### src/hdl/cts_pkg.sv
// Constants, types and register map of the CAN transceiver fault supervisor.
// Assumes a single 20 MHz clock shared by both ends.
package cts_pkg;
	localparam int CTS_CLK_MHZ = 20;
	// Plain default timeouts in microseconds
	localparam int CTS_CLAMP_US = 1000;
	localparam int CTS_TXD_US   = 1000;
	localparam int CTS_RXREC_US = 50;
	localparam int CTS_CLAMP_CYC = CTS_CLAMP_US * CTS_CLK_MHZ;
	localparam int CTS_TXD_CYC   = CTS_TXD_US * CTS_CLK_MHZ;
	localparam int CTS_RXREC_CYC = CTS_RXREC_US * CTS_CLK_MHZ;
	localparam int CTS_CNT_W     = 16;
	localparam int CTS_ECHO_DLY  = 4;

	typedef enum logic [1:0] {CTS_M_OFF, CTS_M_WAKE, CTS_M_NORMAL, CTS_M_RXONLY} cts_mode_t;

	localparam logic [1:0] CTS_OP_MODE = 2'h0;
	localparam logic [1:0] CTS_OP_MASK = 2'h1;
	localparam logic [1:0] CTS_OP_CLR  = 2'h2;
	localparam logic [1:0] CTS_OP_RAIL = 2'h3;

	localparam int CTS_DG_W      = 7;
	localparam int CTS_DG_CLAMP  = 0;
	localparam int CTS_DG_TXRX   = 1;
	localparam int CTS_DG_OT     = 2;
	localparam int CTS_DG_RXREC  = 3;
	localparam int CTS_DG_BUS    = 4;
	localparam int CTS_DG_TXDGND = 5;
	localparam int CTS_DG_UV     = 6;

	localparam logic [CTS_DG_W-1:0] CTS_MASK_RST = 7'h00;
	localparam logic [CTS_DG_W-1:0] CTS_DG_RST   = 7'h00;

	localparam logic [7:0] CTS_A_CMD  = 8'h00;
	localparam logic [7:0] CTS_A_CTRL = 8'h04;
	localparam logic [7:0] CTS_A_STAT = 8'h08;
	localparam int CTS_CMD_OP_LSB  = 0;
	localparam int CTS_CMD_ARG_LSB = 8;
	localparam int CTS_CTRL_TXD    = 0;
	localparam int CTS_CTRL_AUTO   = 1;
	localparam int CTS_CTRL_ECHO   = 2;
	localparam int CTS_ST_INTN     = 8;
	localparam int CTS_ST_RXD      = 9;
	localparam int CTS_ST_ECHO     = 10;
	localparam int CTS_ST_BUSY     = 11;
	localparam logic [2:0] CTS_CTRL_RST = 3'h1;
endpackage

### src/hdl/cts_if.sv
// Link between the transceiver supervisor and its host controller.
// Stands for the TxD and RxD pins, the parallel command strobe with op and argument, the diagnostic flags and the interrupt pin.
`timescale 1ns/100ps
`default_nettype none
interface cts_if;
	import cts_pkg::*;
	logic                txd;
	logic                rxd;
	logic                cmd_valid;
	logic [1:0]          cmd_op;
	logic [7:0]          cmd_arg;
	logic [CTS_DG_W-1:0] diag;
	logic                int_n;
	modport dev (input txd, cmd_valid, cmd_op, cmd_arg, output rxd, diag, int_n);
	modport host (output txd, cmd_valid, cmd_op, cmd_arg, input rxd, diag, int_n);
endinterface
`default_nettype wire

### src/hdl/cts_dev.sv
// Device end: fault supervision of the CAN transceiver cell.
// Assumes bus, pin readback and fault detector inputs synchronous to clk.
// Behaviour
// Long dominant bus forces receive-only, flags clamp
// Clamp reported in diagnostics, interrupt unless masked
// Receive-only holds until host commands normal
// TxD-RxD short detected and reported
// TxD-RxD short pulls interrupt low unless masked
// Short inhibits transmitter until host command
// Host should cut supply rail on short
// Overtemperature deactivates transceiver, mode kept
// After cooling, wait TxD rising edge
// RxD stuck recessive with traffic disables transmitter
// Stuck-recessive lockout cleared only by command
// Undervoltage from rail monitors; host may switch off
// Bus line short sets flag, interrupt
// Bus line short leaves mode unchanged
// Host detects CANH-CANL short by echo
// Split stabilizer on in normal, receive-only
// Long dominant TxD stops driver until active
// All faults reported; timeout as TxD ground
// Receive-only: driver off, reception continues
// Timeouts are parameterised clock counters
`timescale 1ns/100ps
`default_nettype none
module cts_dev
	import cts_pkg::*;
#(
	parameter int CLAMP_CYC = CTS_CLAMP_CYC,
	parameter int TXD_CYC   = CTS_TXD_CYC,
	parameter int RXREC_CYC = CTS_RXREC_CYC
) (
	input  wire logic clk,
	input  wire logic reset_n,
	cts_if.dev        lnk,
	input  wire logic bus_dom,
	input  wire logic rxd_pin_rec,
	input  wire logic txrx_short,
	input  wire logic overtemp,
	input  wire logic bus_line_fault,
	input  wire logic rail_uv,
	output var  logic tx_dom,
	output var  logic split_en,
	output var  logic rail_en
);
	localparam int CMAX = 2 ** CTS_CNT_W - 1;
	localparam logic [CTS_CNT_W-1:0] CLAMP_N = CTS_CNT_W'(CLAMP_CYC);
	localparam logic [CTS_CNT_W-1:0] TXD_N   = CTS_CNT_W'(TXD_CYC);
	localparam logic [CTS_CNT_W-1:0] RXREC_N = CTS_CNT_W'(RXREC_CYC);
	localparam logic [CTS_CNT_W-1:0] CNT_ONE = 16'h0001;
	localparam logic [CTS_CNT_W-1:0] CNT_ZERO = 16'h0000;

	generate
		if (CLAMP_CYC < 1 || CLAMP_CYC > CMAX || TXD_CYC < 1 || TXD_CYC > CMAX ||
			RXREC_CYC < 1 || RXREC_CYC > CMAX) begin : g_bad
			$error("cts_dev: timeout count out of counter range");
		end
	endgenerate

	typedef struct packed {
		cts_mode_t            mode;
		logic                 lk_clamp;
		logic                 lk_short;
		logic                 lk_txto;
		logic                 lk_rxrec;
		logic                 ot_off;
		logic                 ot_wait;
		logic                 txd_prev;
		logic [CTS_CNT_W-1:0] dom_cnt;
		logic [CTS_CNT_W-1:0] txd_cnt;
		logic [CTS_CNT_W-1:0] rec_cnt;
		logic [CTS_DG_W-1:0]  diag;
		logic [CTS_DG_W-1:0]  mask;
		logic                 rail;
		logic                 int_n;
		logic                 rxd;
		logic                 tx_dom;
		logic                 split;
	} cts_dev_st_t;

	cts_dev_st_t q;
	cts_dev_st_t d;
	logic        active;
	logic        tx_ok;

	always_comb begin
		d = q;
		d.txd_prev = lnk.txd;
		// Host commands first, so hardware events below win
		if (lnk.cmd_valid) begin
			case (lnk.cmd_op)
				CTS_OP_MODE: begin
					d.mode = cts_mode_t'(lnk.cmd_arg[1:0]);
					if (d.mode == CTS_M_NORMAL) begin
						d.lk_clamp = 1'b0;
						d.lk_short = 1'b0;
						d.lk_txto = 1'b0;
						d.lk_rxrec = 1'b0;
						d.rec_cnt = CNT_ZERO;
					end
				end
				CTS_OP_MASK: d.mask = lnk.cmd_arg[CTS_DG_W-1:0];
				CTS_OP_CLR: d.diag = q.diag & ~lnk.cmd_arg[CTS_DG_W-1:0];
				CTS_OP_RAIL: d.rail = lnk.cmd_arg[0];
				default: d.mode = q.mode;
			endcase
		end
		// Dominant bus clamp
		if (!bus_dom) begin
			d.dom_cnt = CNT_ZERO;
		end else if (q.dom_cnt != CLAMP_N) begin
			d.dom_cnt = q.dom_cnt + CNT_ONE;
		end
		if (bus_dom && q.dom_cnt == CLAMP_N - CNT_ONE) begin
			d.lk_clamp = 1'b1;
			d.mode = CTS_M_RXONLY;
			d.diag[CTS_DG_CLAMP] = 1'b1;
		end
		// TxD dominant timeout
		if (lnk.txd) begin
			d.txd_cnt = CNT_ZERO;
		end else if (q.txd_cnt != TXD_N) begin
			d.txd_cnt = q.txd_cnt + CNT_ONE;
		end
		if (!lnk.txd && q.txd_cnt == TXD_N - CNT_ONE) begin
			d.lk_txto = 1'b1;
			d.diag[CTS_DG_TXDGND] = 1'b1;
		end
		// RxD stuck recessive while the bus carries traffic
		if (!rxd_pin_rec) begin
			d.rec_cnt = CNT_ZERO;
		end else if (bus_dom && q.rec_cnt != RXREC_N) begin
			d.rec_cnt = q.rec_cnt + CNT_ONE;
		end
		if (rxd_pin_rec && bus_dom && q.rec_cnt == RXREC_N - CNT_ONE) begin
			d.lk_rxrec = 1'b1;
			d.diag[CTS_DG_RXREC] = 1'b1;
		end
		if (txrx_short) begin
			d.lk_short = 1'b1;
			d.mode = CTS_M_RXONLY;
			d.diag[CTS_DG_TXRX] = 1'b1;
		end
		// Overtemperature leaves the mode untouched
		if (overtemp) begin
			d.ot_off = 1'b1;
			d.ot_wait = 1'b1;
			d.diag[CTS_DG_OT] = 1'b1;
		end else begin
			d.ot_off = 1'b0;
			if (q.ot_wait && !q.txd_prev && lnk.txd) begin
				d.ot_wait = 1'b0;
			end
		end
		if (bus_line_fault) begin
			d.diag[CTS_DG_BUS] = 1'b1;
		end
		if (rail_uv) begin
			d.diag[CTS_DG_UV] = 1'b1;
		end
		active = d.rail && !d.ot_off && (d.mode == CTS_M_NORMAL || d.mode == CTS_M_RXONLY);
		tx_ok = active && d.mode == CTS_M_NORMAL && !d.ot_wait && !d.lk_clamp &&
			!d.lk_short && !d.lk_txto && !d.lk_rxrec;
		d.tx_dom = tx_ok && !lnk.txd;
		d.rxd = active ? !bus_dom : 1'b1;
		d.split = d.rail && (d.mode == CTS_M_NORMAL || d.mode == CTS_M_RXONLY);
		d.int_n = ~|(d.diag & ~d.mask);
	end

	always_ff @(posedge clk or negedge reset_n) begin
		if (!reset_n) begin
			q <= '{mode: CTS_M_OFF, lk_clamp: 1'b0, lk_short: 1'b0, lk_txto: 1'b0,
				lk_rxrec: 1'b0, ot_off: 1'b0, ot_wait: 1'b0, txd_prev: 1'b1,
				dom_cnt: CNT_ZERO, txd_cnt: CNT_ZERO, rec_cnt: CNT_ZERO,
				diag: CTS_DG_RST, mask: CTS_MASK_RST, rail: 1'b1, int_n: 1'b1,
				rxd: 1'b1, tx_dom: 1'b0, split: 1'b0};
		end else begin
			q <= d;
		end
	end

	assign lnk.rxd = q.rxd;
	assign lnk.diag = q.diag;
	assign lnk.int_n = q.int_n;
	assign tx_dom = q.tx_dom;
	assign split_en = q.split;
	assign rail_en = q.rail;
endmodule
`default_nettype wire

### src/flat_wrapper.sv
// flat-port wrapper written by rule: the top's interface ports become plain ports
module cts_dev_flat import cts_pkg::*;
#(
	parameter int CLAMP_CYC = CTS_CLAMP_CYC,
	parameter int TXD_CYC   = CTS_TXD_CYC,
	parameter int RXREC_CYC = CTS_RXREC_CYC
)
  (clk, reset_n, bus_dom, rxd_pin_rec, txrx_short, overtemp, bus_line_fault, rail_uv, tx_dom, split_en, rail_en, lnk_txd, lnk_cmd_valid, lnk_cmd_op, lnk_cmd_arg, lnk_rxd, lnk_diag, lnk_int_n);
  cts_if lnk_i ();
  input  wire logic clk;
  input  wire logic reset_n;
  input  wire logic bus_dom;
  input  wire logic rxd_pin_rec;
  input  wire logic txrx_short;
  input  wire logic overtemp;
  input  wire logic bus_line_fault;
  input  wire logic rail_uv;
  output var  logic tx_dom;
  output var  logic split_en;
  output var  logic rail_en;
  input wire logic [$bits(lnk_i.txd)-1:0] lnk_txd;
  input wire logic [$bits(lnk_i.cmd_valid)-1:0] lnk_cmd_valid;
  input wire logic [$bits(lnk_i.cmd_op)-1:0] lnk_cmd_op;
  input wire logic [$bits(lnk_i.cmd_arg)-1:0] lnk_cmd_arg;
  output wire logic [$bits(lnk_i.rxd)-1:0] lnk_rxd;
  output wire logic [$bits(lnk_i.diag)-1:0] lnk_diag;
  output wire logic [$bits(lnk_i.int_n)-1:0] lnk_int_n;
  assign lnk_i.txd = lnk_txd;
  assign lnk_i.cmd_valid = lnk_cmd_valid;
  assign lnk_i.cmd_op = lnk_cmd_op;
  assign lnk_i.cmd_arg = lnk_cmd_arg;
  assign lnk_rxd = lnk_i.rxd;
  assign lnk_diag = lnk_i.diag;
  assign lnk_int_n = lnk_i.int_n;
  cts_dev #(.CLAMP_CYC(CLAMP_CYC), .TXD_CYC(TXD_CYC), .RXREC_CYC(RXREC_CYC)) u_core (.clk(clk), .reset_n(reset_n), .lnk(lnk_i), .bus_dom(bus_dom), .rxd_pin_rec(rxd_pin_rec), .txrx_short(txrx_short), .overtemp(overtemp), .bus_line_fault(bus_line_fault), .rail_uv(rail_uv), .tx_dom(tx_dom), .split_en(split_en), .rail_en(rail_en));
endmodule
### config.mk
export PLATFORM = sky130hd
export DESIGN_NAME = cts_dev_flat
export DESIGN_NICKNAME = d
export VERILOG_FILES = /design/src/hdl/cts_pkg.sv /design/src/hdl/cts_if.sv /design/src/hdl/cts_dev.sv /design/src/flat_wrapper.sv
export SDC_FILE = /design/constraint.sdc
export NUM_CORES = 1
export LEC_CHECK = 0
export BUFFER_PORTS_ARGS = -buffer_cell sky130_fd_sc_hd__buf_2
export CAP_MARGIN = 20
export CELL_PAD_IN_SITES_DETAIL_PLACEMENT = 0
export CELL_PAD_IN_SITES_GLOBAL_PLACEMENT = 2
export CORE_MARGIN = 1.5
export CORE_UTILIZATION = 41
export DETAILED_ROUTE_END_ITERATION = 10
export PLACE_DENSITY_LB_ADDON = 0.05
export SKIP_LAST_GASP = 1
export SYNTH_ARGS = -nofsm -noshare
export SYNTH_HDL_FRONTEND = slang
export SYNTH_SLANG_ARGS = --single-unit
export TNS_END_PERCENT = 1
### constraint.sdc
create_clock -name clk -period 4 [get_ports clk]
set_input_delay 0.6 -clock clk [delete_from_list [all_inputs] [get_ports clk]]
set_output_delay 0.6 -clock clk [all_outputs]
set_load 0.01 [all_outputs]
Word-level counts from Yosys, hierarchy flattened

Index checks and enable logic that the tools add are counted.

Register bits: 75
Bits in latches: 0
Memory bits (writable): 0
Bits in read-only memories: 0
Bits of input ports: 20
Output and inout port bits: 12
Logic and storage cells: 102
Memories: 0

Add/sub/neg operators: 3
Multipliers: 0
Divide/modulo/power cells: 0
Magnitude comparators: 0
Equality and inequality tests: 16
Shift operators: 0
Muxes and demuxes: 30
Bitwise logic cells: 4
Reductions and logical operators: 32

Operators with widths:

| operator                                                | number |
|---|---|
| 2-to-1 mux 16 bit                                       | 8 |
| adder 16 x 1 -> 16 bit, second input constant           | 3 |
| == test 16 x 15 -> 1 bit, second input constant         | 2 |
| inequality test 16 x 15 -> 1 bit, second input constant | 2 |
| 2-to-1 mux 31 bit                                       | 1 |
| logical AND 1 bit                                       | 17 |
| == test 16 x 10 -> 1 bit, second input constant         | 1 |
| inequality test 16 x 10 -> 1 bit, second input constant | 1 |
| bitwise AND 7 bit                                       | 2 |
| 2-to-1 mux 7 bit                                        | 2 |
| inverter 7 bit                                          | 2 |
| 2-to-1 mux 1 bit                                        | 13 |
| 2-to-1 mux 6 bit                                        | 2 |
| == test 2 bit, second input constant                    | 5 |
| zero test 1 bit                                         | 10 |
| inequality test 3 x 1 -> 1 bit, second input constant   | 3 |
| OR reduction 7 bit                                      | 1 |
| 2-to-1 mux 2 bit                                        | 2 |
| 2-to-1 mux 4 bit                                        | 1 |
| 2-to-1 mux 3 bit                                        | 1 |
| AND reduction 3 bit                                     | 1 |
| == test 2 x 1 -> 1 bit, second input constant           | 1 |
| zero test 2 bit                                         | 1 |
| inequality test 2 x 1 -> 1 bit, second input constant   | 1 |
| other kinds (2)                                         | 2 |

Depth between registers and ports, before layout

Gate-level depths: netlist (run 1).

Depth after elaboration: 16
Gate-level depth with buffers: 8
Gate-level depth less buffers: 7

Least setup slack after synthesis (run 1)

Ideal clock, no wire load.

Kind: reg-to-reg
From: register u_core.q[23] (netlist name)
To: register u_core.q[24] (netlist name)
Library setup time: 0.118 ns
Arrival: 1.984 ns
Path slack: 1.898 ns
Cell stages (with the launch flop): 6
Clock period less this slack: 2.102 ns
Cell sequence: dfrtp_1 > or4_1 > o41ai_4 > mux2_1 > a21oi_1 > nor2_1

Cells in the longest elaborated chain, start to end: 4
Elaborated cells on any way between the ends: 9
Those cells by class: 1 x add/sub; 4 x eq/ne; 2 x mux; 2 x reduce/logical

RTL lines:

| element                                                        | line           | text |
|---|---|---|
| start: declaration                                             | cts_dev.sv:81  | `cts_dev_st_t q;` |
| start signal: assignment                                       | cts_dev.sv:172 | `q <= '{mode: CTS_M_OFF, lk_clamp: 1'b0, lk_short: 1'b0, lk_txto: 1'b0,` |
| branches (longest 4 deep; another with adder 16 x 1 -> 16 bit) | -              |  |

Several ways; the timed one is not identified.
A chain may end at the register's enable or synchronous reset.

Worst setup path in the final report (run 1)

From: register u_core.q[23] (netlist name)
To: register u_core.q[28] (netlist name)

The elaborated chain is that of the path after synthesis.

==> results.toml, run 1 <==
[sta]
fin_skew_ns = 0.0137
finalHoldViolCount = 0
final.min_clock_period_ns = 2.45
fmax_mhz = 408
setup_viol = 0
finalCritPeriodShare = 0.613
final_hold_slack_ns = 0.400
timing.setup.tns_ns = 0
grt_setup_unrepaired = "no"
finalMaxSlewViolations = 0
max_slew.worst_pin.slew_ns = 0.956
layout_setup_ws_ns = 1.55
worst_slew_margin_rel = 0.363

[synthesis]
synth_seq_area_share = 0.492
ys_dominant_reg_cell = "dfrtp_1"
async_reset_ff_frac = 1.00
post_synth_inst_count = 382
syn_nets = 408
syn_area_mm2 = 0.00382
yosys_warnings = 0
synthesized_area_per_cell_um2 = 10.0
post_synth_num_cell_types = 54
synth_enable_flop_cells = 0
postSynthRegisterBits = 75

[placed_design]
io_buffer_count = 30
dpl.cell_count = 506
dp_hpwl_mm = 5.18
place_worst_setup_slack_ns = 1.53
postPlaceCellArea_mm2 = 0.00401
routabilityCongestion = 0.715

[worst_setup_path]
critical_path.top_delay_family = "simple AND/OR/NAND/NOR gates"
setup.worst_path.start_class = "flip-flop"
crit_fanout = 10
critPathMaxStageDelay_ns = 0.64
critPathKind = "flip-flop to flip-flop"
crit_path_cell_trace = "or4_1 > o41ai_4 > and2_1 > o21bai_2 > a21bo_1"
worst-path-buf-inv = 0
timing.critical_path.arrival_ns = 2.75
critical_path.endpoint_type = "flip-flop"
critPathRequiredTime_ns = 4.29
slowest_stage = "or4_1"

[routing]
drt-initial-drc-count = 86
drt_pre_antenna_iters = 4
via_per_inst = 5.27
drt-total-wl_mm = 7.57
drc = 0
num_vias = 2749
wl_per_cell_um = 14.5
drtAntennaViolNets = 0

[status]
run_status = "finished clean"

[clock_network]
clockBufferDepth = 2
clock-sinks = 75
cts-root-buf = "clkbuf_8"
cts_max_level = 3
cts_post_setup_buffers_inserted = 0
post_cts_resized = 0
worstSkewPairLatency_ns = 0.35
holdBufCountCts = 0
number_of_buffers_created_by_cts = 9
cts_tree = "done"
clk_transition_reported_paths_ns = 0.08

[die]
io_pins = 32
initial_utilization = 0.417
dieArea_mm2 = 0.00991
std_cell_rows = 35
width_of_the_die_um = 99.5
die_height_um = 99.5
placeableCoreArea_mm2 = 0.00915

[global_route]
grt_use_total = 0.170
grt_start_max_net_pins = 76
grt_first_pass_wirelength_mm = 13.2
grt-ovfl-total = 0
first_global_vias = 2699
grt_antenna_before_repair = 0

[layout]
mostFrequentLayoutCell = "dfrtp_1"
syn_to_final_growth_pct = 9.89
final_non_filler_cells = 522
postLayoutCellArea_mm2 = 0.00420
nNetsFinal = 432
final_antenna_diode_count = 0
layout.cells.most_common_list = "dfrtp_1, nand2_1, buf_2, nor2_1, inv_1"
post_route_cells_drive_above_1_share = 0.158

[power]
total_switching_power_w = 0.000376
total_leakage_power_nw = 1.81
vdd_drop_max_mv = 0.134
register_share_of_total_power = 0.535
p_per_area_mw_per_mm2 = 358
power.share.clock = 0.384
internal-power_w = 0.00113
share_comb_of_total_power = 0.081
netSwitchingFraction = 0.250

[worst_hold_path]
worst_hold_path_type = "input port to async pin"

[flow_run]
timing.max_cap.violations = 0
[state kept, by name (all words and copies together) (netlist names)]
| register | count |
|---|---|
| u_core.q | 63 |
| u_core.lnk.rxd | 1 |
| u_core.lnk.diag | 7 |
| u_core.rail_en | 1 |
| u_core.tx_dom | 1 |
| u_core.split_en | 1 |
| u_core.lnk.int_n | 1 |
[power groups by stage]
stage | combinational, W | clock, W | sequential, W
floorplan | 0.0000750 | 0 | 0.000818
global placement | 0.000126 | 0 | 0.000818
detailed placement | 0.000126 | 0 | 0.000819
CTS | 0.000126 | 0.000605 | 0.000804
global route | 0.000141 | 0.000638 | 0.000807
finish | 0.000122 | 0.000576 | 0.000804
[routing by layer]
layer | vias up | global-route usage | share of wire | wire length [um]
met3 | 8 | 0.0394 | 0.029 | 223
met5 | - | 0 | 0 | 0
met1 | 1327 | 0.242 | 0.50 | 3810
met2 | 36 | 0.253 | 0.45 | 3430
li1 | 1378 | - | - | -
met4 | 0 | 0.0618 | 0.014 | 106
[area by class of cell]
type	count	area (um2)
Sequential cell	75	1880
Clock buffer	10	128
Inverter	22	82.6
Fill cell	919	4950
Tap cell	111	139
Timing Repair Buffer	30	153
Clock inverter	6	63.8
Multi-Input combinational cell	268	1750
[cell families (layout without fill, tap and decap cells)]
family / count (synthesis) / after routing / synth area share
simple gates: 164 / 164 / 0.238
flops: 75 / 75 / 0.492
compound gates: 60 / 60 / 0.108
buf+inv: 39 / 68 / 0.0491
xor+xnor: 27 / 27 / 0.0619
mux: 11 / 11 / 0.0305
fa+ha+maj: 6 / 6 / 0.0196
[cell usage after synthesis, types with 3 or more instances]
master,count,area share
a21o_1,5,0.0098
ha_1,6,0.020
xor2_1,12,0.028
nor2_1,26,0.026
a22o_1,4,0.0092
o21ai_0,12,0.016
nor4b_1,3,0.0069
buf_4,7,0.014
mux2i_1,6,0.016
inv_1,22,0.022
dfstp_2,4,0.028
a21boi_0,6,0.012
o22ai_1,6,0.0098
nand2_1,30,0.029
a21oi_1,11,0.014
o21ai_1,5,0.0065
nor4_1,4,0.0065
nand4_1,10,0.016
or3_1,11,0.018
xnor2_1,15,0.034
and3_1,6,0.0098
mux2_2,4,0.012
dfrtp_1,71,0.46
nor3_1,12,0.016
nand3_1,20,0.026
clkbuf_1,8,0.0079
nor2b_1,3,0.0049
and2_1,13,0.021
nand3b_1,3,0.0059
nand2b_1,7,0.011
[final timing paths]
kind                              start      endpoint  slack [ns]  depth (start not counted)
hold / removal                  reset_n  u_core.q[28]        0.40                          1
min in group clk           u_core.q[73]  u_core.q[73]        0.48                          1
max in group asynchronous       reset_n  u_core.q[19]        2.97                          1
setup / recovery           u_core.q[23]  u_core.q[28]        1.55                          5
hold reg to reg            u_core.q[73]  u_core.q[73]        0.48                          1
setup reg to reg           u_core.q[23]  u_core.q[28]        1.55                          5
[per-stage QoR]
stage	power, W	util
2_1_floorplan	0.000893	-
3_3_place_gp	0.000943	0.438
3_5_place_dp	0.000945	0.438
4_1_cts	0.00154	0.459
5_1_grt	0.00159	0.459
6_report	0.00150	0.459
(Power assumes the default switching activity.)
==> inputs of run 2 (changes only) <==
Settings changed: CORE_UTILIZATION 41 to 35.
Clock period 4 ns to 2.05 ns, I/O delays scaled along.
==> run 2 against run 1 <==
Effect of this change: the flow now finishes with violations (negative setup slack); design area rose by 10%; first-iteration DRC count rose by 21%; clock-buffer cell count did not move; die area rose by 17%; register-to-register slack got worse by 1.6 ns; final cell count rose by 14%; sequential share of layout area fell by 4.2 points; hold slack got worse by 0.19 ns; total power rose by 100%; routed wire length rose by 14%; worst setup slack got worse by 1.6 ns; flip-flop and latch count did not move; critical path type unchanged.
==> results.toml, run 2 (synthesis gave the netlist of run 1 again) <==
[layout]
layout.cells.most_common_list = "dfrtp_1, buf_4, nand2_1, buf_2, nor2_1"
postLayoutCoreUtil = 0.443
syn_to_final_growth_pct = 21.3
postLayoutCellArea_mm2 = 0.00464
final_antenna_diode_count = 0
mostFrequentLayoutCell = "dfrtp_1"
nNetsFinal = 479
post_route_cells_drive_above_1_share = 0.254
largest_reg_flops = 63
top_register = "u_core.q"

[sta]
timing.setup.tns_ns = -0.0202
worst_slew_margin_rel = 0.741
fin_skew_ns = 0.0191
finalHoldViolCount = 0
max_slew.worst_pin.slew_ns = 0.385
grt_setup_unrepaired = "yes"
layout_setup_ws_ns = -0.0165
final.min_clock_period_ns = 2.07
finalMaxSlewViolations = 0
setup_viol = 2
fmax_mhz = 484
finalCritPeriodShare = 1.01

[routing]
drtAntennaViolNets = 0
drt_pre_antenna_iters = 4
drt-total-wl_mm = 8.62
drc = 0
num_vias = 2944
wl_per_cell_um = 14.5
via_per_inst = 4.96
drt-initial-drc-count = 104

[placed_design]
dp_hpwl_mm = 6.21
routabilityCongestion = 0.713
io_buffer_count = 30
postPlaceCellArea_mm2 = 0.00436

[worst_setup_path]
worst_setup_path_startpoint = "u_core.q[30]"
critPathRequiredTime_ns = 2.33
rr_startpoint = "u_core.q[30]"
crit_fanout = 5
critPathKind = "flip-flop to flip-flop"
setup.worst_path.start_class = "flip-flop"
critical_path.endpoint_type = "flip-flop"
timing.critical_path.arrival_ns = 2.35

[power]
p_per_area_mw_per_mm2 = 653
netSwitchingFraction = 0.252
total_leakage_power_nw = 2.08
register_share_of_total_power = 0.518
share_comb_of_total_power = 0.094
internal-power_w = 0.00226
overall_power_w = 0.00303
power.share.clock = 0.388
vdd_drop_max_mv = 0.254
total_switching_power_w = 0.000764

[global_route]
grt_use_total = 0.163
grt_start_max_net_pins = 36
grt_first_pass_wirelength_mm = 14.7
grt-ovfl-total = 0
grt_antenna_before_repair = 0
first_global_vias = 3036

[clock_network]
cts_max_level = 3
clk_transition_reported_paths_ns = 0.09
cts-root-buf = "clkbuf_8"
cts_tree = "done"
worstSkewPairLatency_ns = 0.35
clock-sinks = 75
number_of_buffers_created_by_cts = 9
clockBufferDepth = 2

[die]
std_cell_rows = 37
width_of_the_die_um = 107
placeableCoreArea_mm2 = 0.0105
dieArea_mm2 = 0.0116
io_pins = 32
die_height_um = 107
initial_utilization = 0.365

[status]
run_status = "finished, violations left"
violations = "negative setup slack"

[worst_hold_path]
worst_hold_path_type = "input port to flip-flop"
hold_path_origin = "bus_line_fault"

[flow_run]
timing.max_cap.violations = 0
-- run 2: final timing paths --
| path | end | slack [ns] | cells past startpoint |
|---|---|---|---|
| max in group asynchronous | u_core.lnk.rxd | 1.01 | 3 |
| max | u_core.q[32] | -0.02 | 7 |
| min reg2reg | u_core.q[73] | 0.48 | 1 |
| min in group asynchronous | u_core.q[28] | 0.40 | 2 |
| min | u_core.lnk.diag[4] | 0.21 | 3 |
| max reg2reg | u_core.q[32] | -0.02 | 7 |
-- run 2: metal layers --
| layer | part of all wire | routed length, um | vias up | global-route usage |
|---|---|---|---|---|
| met5 | 0 | 0 | - | 0 |
| met4 | 0.011 | 95 | 0 | 0.0564 |
| met3 | 0.026 | 220 | 8 | 0.0236 |
| met2 | 0.48 | 4100 | 38 | 0.267 |
| met1 | 0.49 | 4210 | 1429 | 0.219 |
| li1 | - | - | 1469 | - |
-- run 2: layout make-up --
| class | count | area, um2 |
|---|---|---|
| sequential | 75 | 1880 |
| clock inverter | 5 | 60.1 |
| tap | 136 | 170 |
| fill | 1084 | 5830 |
| timing repair buffer | 77 | 520 |
| multi-input combinational | 268 | 1780 |
| clock buffer | 10 | 138 |
| inverter | 22 | 82.6 |
-- run 2: per-stage QoR --
stage          hold slack [ns]  instances  worst slack [ns]
5_1_grt                  0.202        593           -0.0964
6_report                 0.212        593           -0.0165
2_1_floorplan           0.0119        382           -0.0213
3_5_place_dp             0.241        572           -0.0652
4_1_cts                  0.190        592           -0.0268
3_3_place_gp             0.239        572           -0.0280
-- run 2: timing repair --
item,in CTS,in global routing
setup buffers,4,1
endpoints found under the hold margin,21,0
endpoints found under the setup margin,13,14
pin swaps,3,2
gates resized for setup,5,2
hold buffers,1,0
-- run 2: worst max-delay path, stage by stage, from the launching register on --
cell and delay (ns):
dfrtp_1 0.39, or4b_4 0.56, o41ai_4 0.35, buf_4 0.16, and2_1 0.14, buf_4 0.15, o21bai_1 0.11, a21o_1 0.13
-- run 2: power by group through the flow --
stage          Combinational (W)  Sequential [W]  Clock, W
4_1_cts                 0.000292         0.00157   0.00123
3_3_place_gp            0.000283         0.00159         0
6_report                0.000286         0.00157   0.00117
5_1_grt                 0.000323         0.00158   0.00128
2_1_floorplan           0.000146         0.00160         0
3_5_place_dp            0.000287         0.00160         0
==> inputs of run 3 (changes only) <==
Settings changed: CORE_MARGIN 1.5 to unset, CORE_UTILIZATION 35 to 36, CTS_BUF_LIST set to sky130_fd_sc_hd__clkbuf_2.
==> run 3 against run 2 <==
Effect of this change: the run still ends with negative setup slack left; routed wire length is 4.8% lower; flip-flop and latch count stayed put; combinational power up 2%; total power is 11% lower; critical endpoint is now u_core.q[24]; highest routed layer unchanged; critical path depth is 1 lower; worst setup slack got worse by 0.064 ns.
==> results.toml, run 3 (synthesis gave the netlist of run 1 again) <==
[placed_design]
place_worst_setup_slack_ns = -0.0573
routabilityCongestion = 0.768
io_buffer_count = 30
dp_hpwl_mm = 5.77
postPlaceCellArea_mm2 = 0.00434

[worst_setup_path]
critPathKind = "flip-flop to flip-flop"
rr_startpoint = "u_core.q[30]"
critical_path.endpoint_type = "flip-flop"
critPathRequiredTime_ns = 2.45
crit-reg2reg-capture = "u_core.q[24]"
timing.reg2reg.setup_slack_ns = -0.08
ff2ff_path_depth = 6
crit_fanout = 3
setup.worst_path.start_class = "flip-flop"
timing.critical_path.arrival_ns = 2.53

[die]
initial_utilization = 0.370
std_cell_rows = 37
io_pins = 32
width_of_the_die_um = 105
die_height_um = 105
dieArea_mm2 = 0.0110
placeableCoreArea_mm2 = 0.0103

[routing]
drt_pre_antenna_iters = 4
drt-initial-drc-count = 92
num_vias = 2905
drtAntennaViolNets = 0
via_per_inst = 4.87
drc = 0
wl_per_cell_um = 13.7
drt-total-wl_mm = 8.21

[layout]
syn_to_final_growth_pct = 19.8
post_route_cells_drive_above_1_share = 0.239
postLayoutCellArea_mm2 = 0.00458
mostFrequentLayoutCell = "dfrtp_1"
final_antenna_diode_count = 0
layout.cells.most_common_list = "dfrtp_1, buf_4, nand2_1, buf_2, nor2_1"
top_register = "u_core.q"
largest_reg_flops = 63
fillers = 1037
nNetsFinal = 482

[sta]
final.min_clock_period_ns = 2.13
max_slew.worst_pin.slew_ns = 0.459
fin_skew_ns = 0.0462
setup_viol = 6
worst_slew_margin_rel = 0.694
layout_setup_ws_ns = -0.0805
finalMaxSlewViolations = 0
finalCritPeriodShare = 1.04
grt_setup_unrepaired = "yes"
fmax_mhz = 469
finalHoldViolCount = 0

[global_route]
grt_use_total = 0.163
grt_start_max_net_pins = 44
first_global_vias = 2940
grt_first_pass_wirelength_mm = 14.4
grt_antenna_before_repair = 0
grt-ovfl-total = 0

[clock_network]
clock-sinks = 75
number_of_buffers_created_by_cts = 9
worstSkewPairLatency_ns = 0.52
cts_max_level = 3
clk_transition_reported_paths_ns = 0.23
clockBufferDepth = 2
cts_tree = "done"
cts-root-buf = "clkbuf_2"

[power]
vdd_drop_max_mv = 0.249
p_per_area_mw_per_mm2 = 591
total_leakage_power_nw = 2.06

[flow_run]
timing.max_cap.violations = 0

[worst_hold_path]
worstHoldPathCells = 3
worst_hold_path_type = "input port to flip-flop"
hold_path_origin = "bus_line_fault"
worst_hold_path.endpoint = "u_core.lnk.diag[4]"

[status]
violations = "negative setup slack"
run_status = "finished, violations left"
[run 3: through the flow]
stage / power, W / setup TNS [ns] / hold WS (ns) / instances / utilization
2_1_floorplan: 0.00174 / -0.0213 / 0.0119 / 382 / -
6_report: 0.00270 / -0.242 / 0.0579 / 597 / 0.443
4_1_cts: 0.00275 / -0.398 / 0.00691 / 593 / 0.439
3_5_place_dp: 0.00188 / -0.0573 / 0.296 / 569 / 0.420
5_1_grt: 0.00286 / -2.02 / 0.00985 / 597 / 0.443
3_3_place_gp: 0.00187 / -0.0426 / 0.291 / 569 / 0.420
[run 3: worst max path at each step]
stage,cells after the start,endpoint,startpoint,slack (ns)
6_report,6,u_core.q[24],u_core.q[30],-0.08
5_1_grt,7,u_core.q[21],u_core.q[30],-0.21
4_1_cts,6,u_core.q[24],u_core.q[30],-0.1
3_5_place_dp,6,u_core.q[24],u_core.q[31],-0.06
3_3_place_gp,6,u_core.q[24],u_core.q[31],-0.04
2_1_floorplan,5,u_core.q[24],u_core.q[31],-0.02
[run 3: what timing repair did]
item                                    4_1_cts  5_1_grt
hold buffers                                  5        3
pin swaps                                     3        1
endpoints found under the setup margin        6       18
hold endpoints to repair                     35        3
resized for setup                             2        1
buffers inserted                              3        1
[run 3: where the power goes]
group	internal (W)	leakage, nW	switching [W]	total [W]
combinational	0.000134	1.01	0.000156	0.000291
clock	0.000289	0.0723	0.000554	0.000844
sequential	0.00154	0.973	0.0000274	0.00157
total	0.00197	2.06	0.000738	0.00270
[run 3: layout make-up]
class	count	area [um2]	share of cell area
clock inverter	6	65.1	0.0142
multi-input combinational	268	1770	0.386
tap	136	170	0.0372
inverter	22	82.6	0.0180
clock buffer	10	50.0	0.0109
sequential	75	1880	0.411
timing repair buffer	80	561	0.122
[run 3: worst max-delay path, cell delays in order (launching register included)]
cell     delay (ns)
dfrtp_1        0.44
or4b_4         0.58
o41ai_4        0.36
buf_4          0.18
mux2_4         0.30
a21oi_2        0.13
nor2_1         0.04
[run 3: metal layers]
metal | vias to the layer above | GRT usage | share of wire
met2 | 31 | 0.253 | 0.45
li1 | 1475 | - | -
met5 | - | 0 | 0
met4 | 0 | 0.0573 | 0.013
met1 | 1389 | 0.228 | 0.51
met3 | 10 | 0.0306 | 0.022
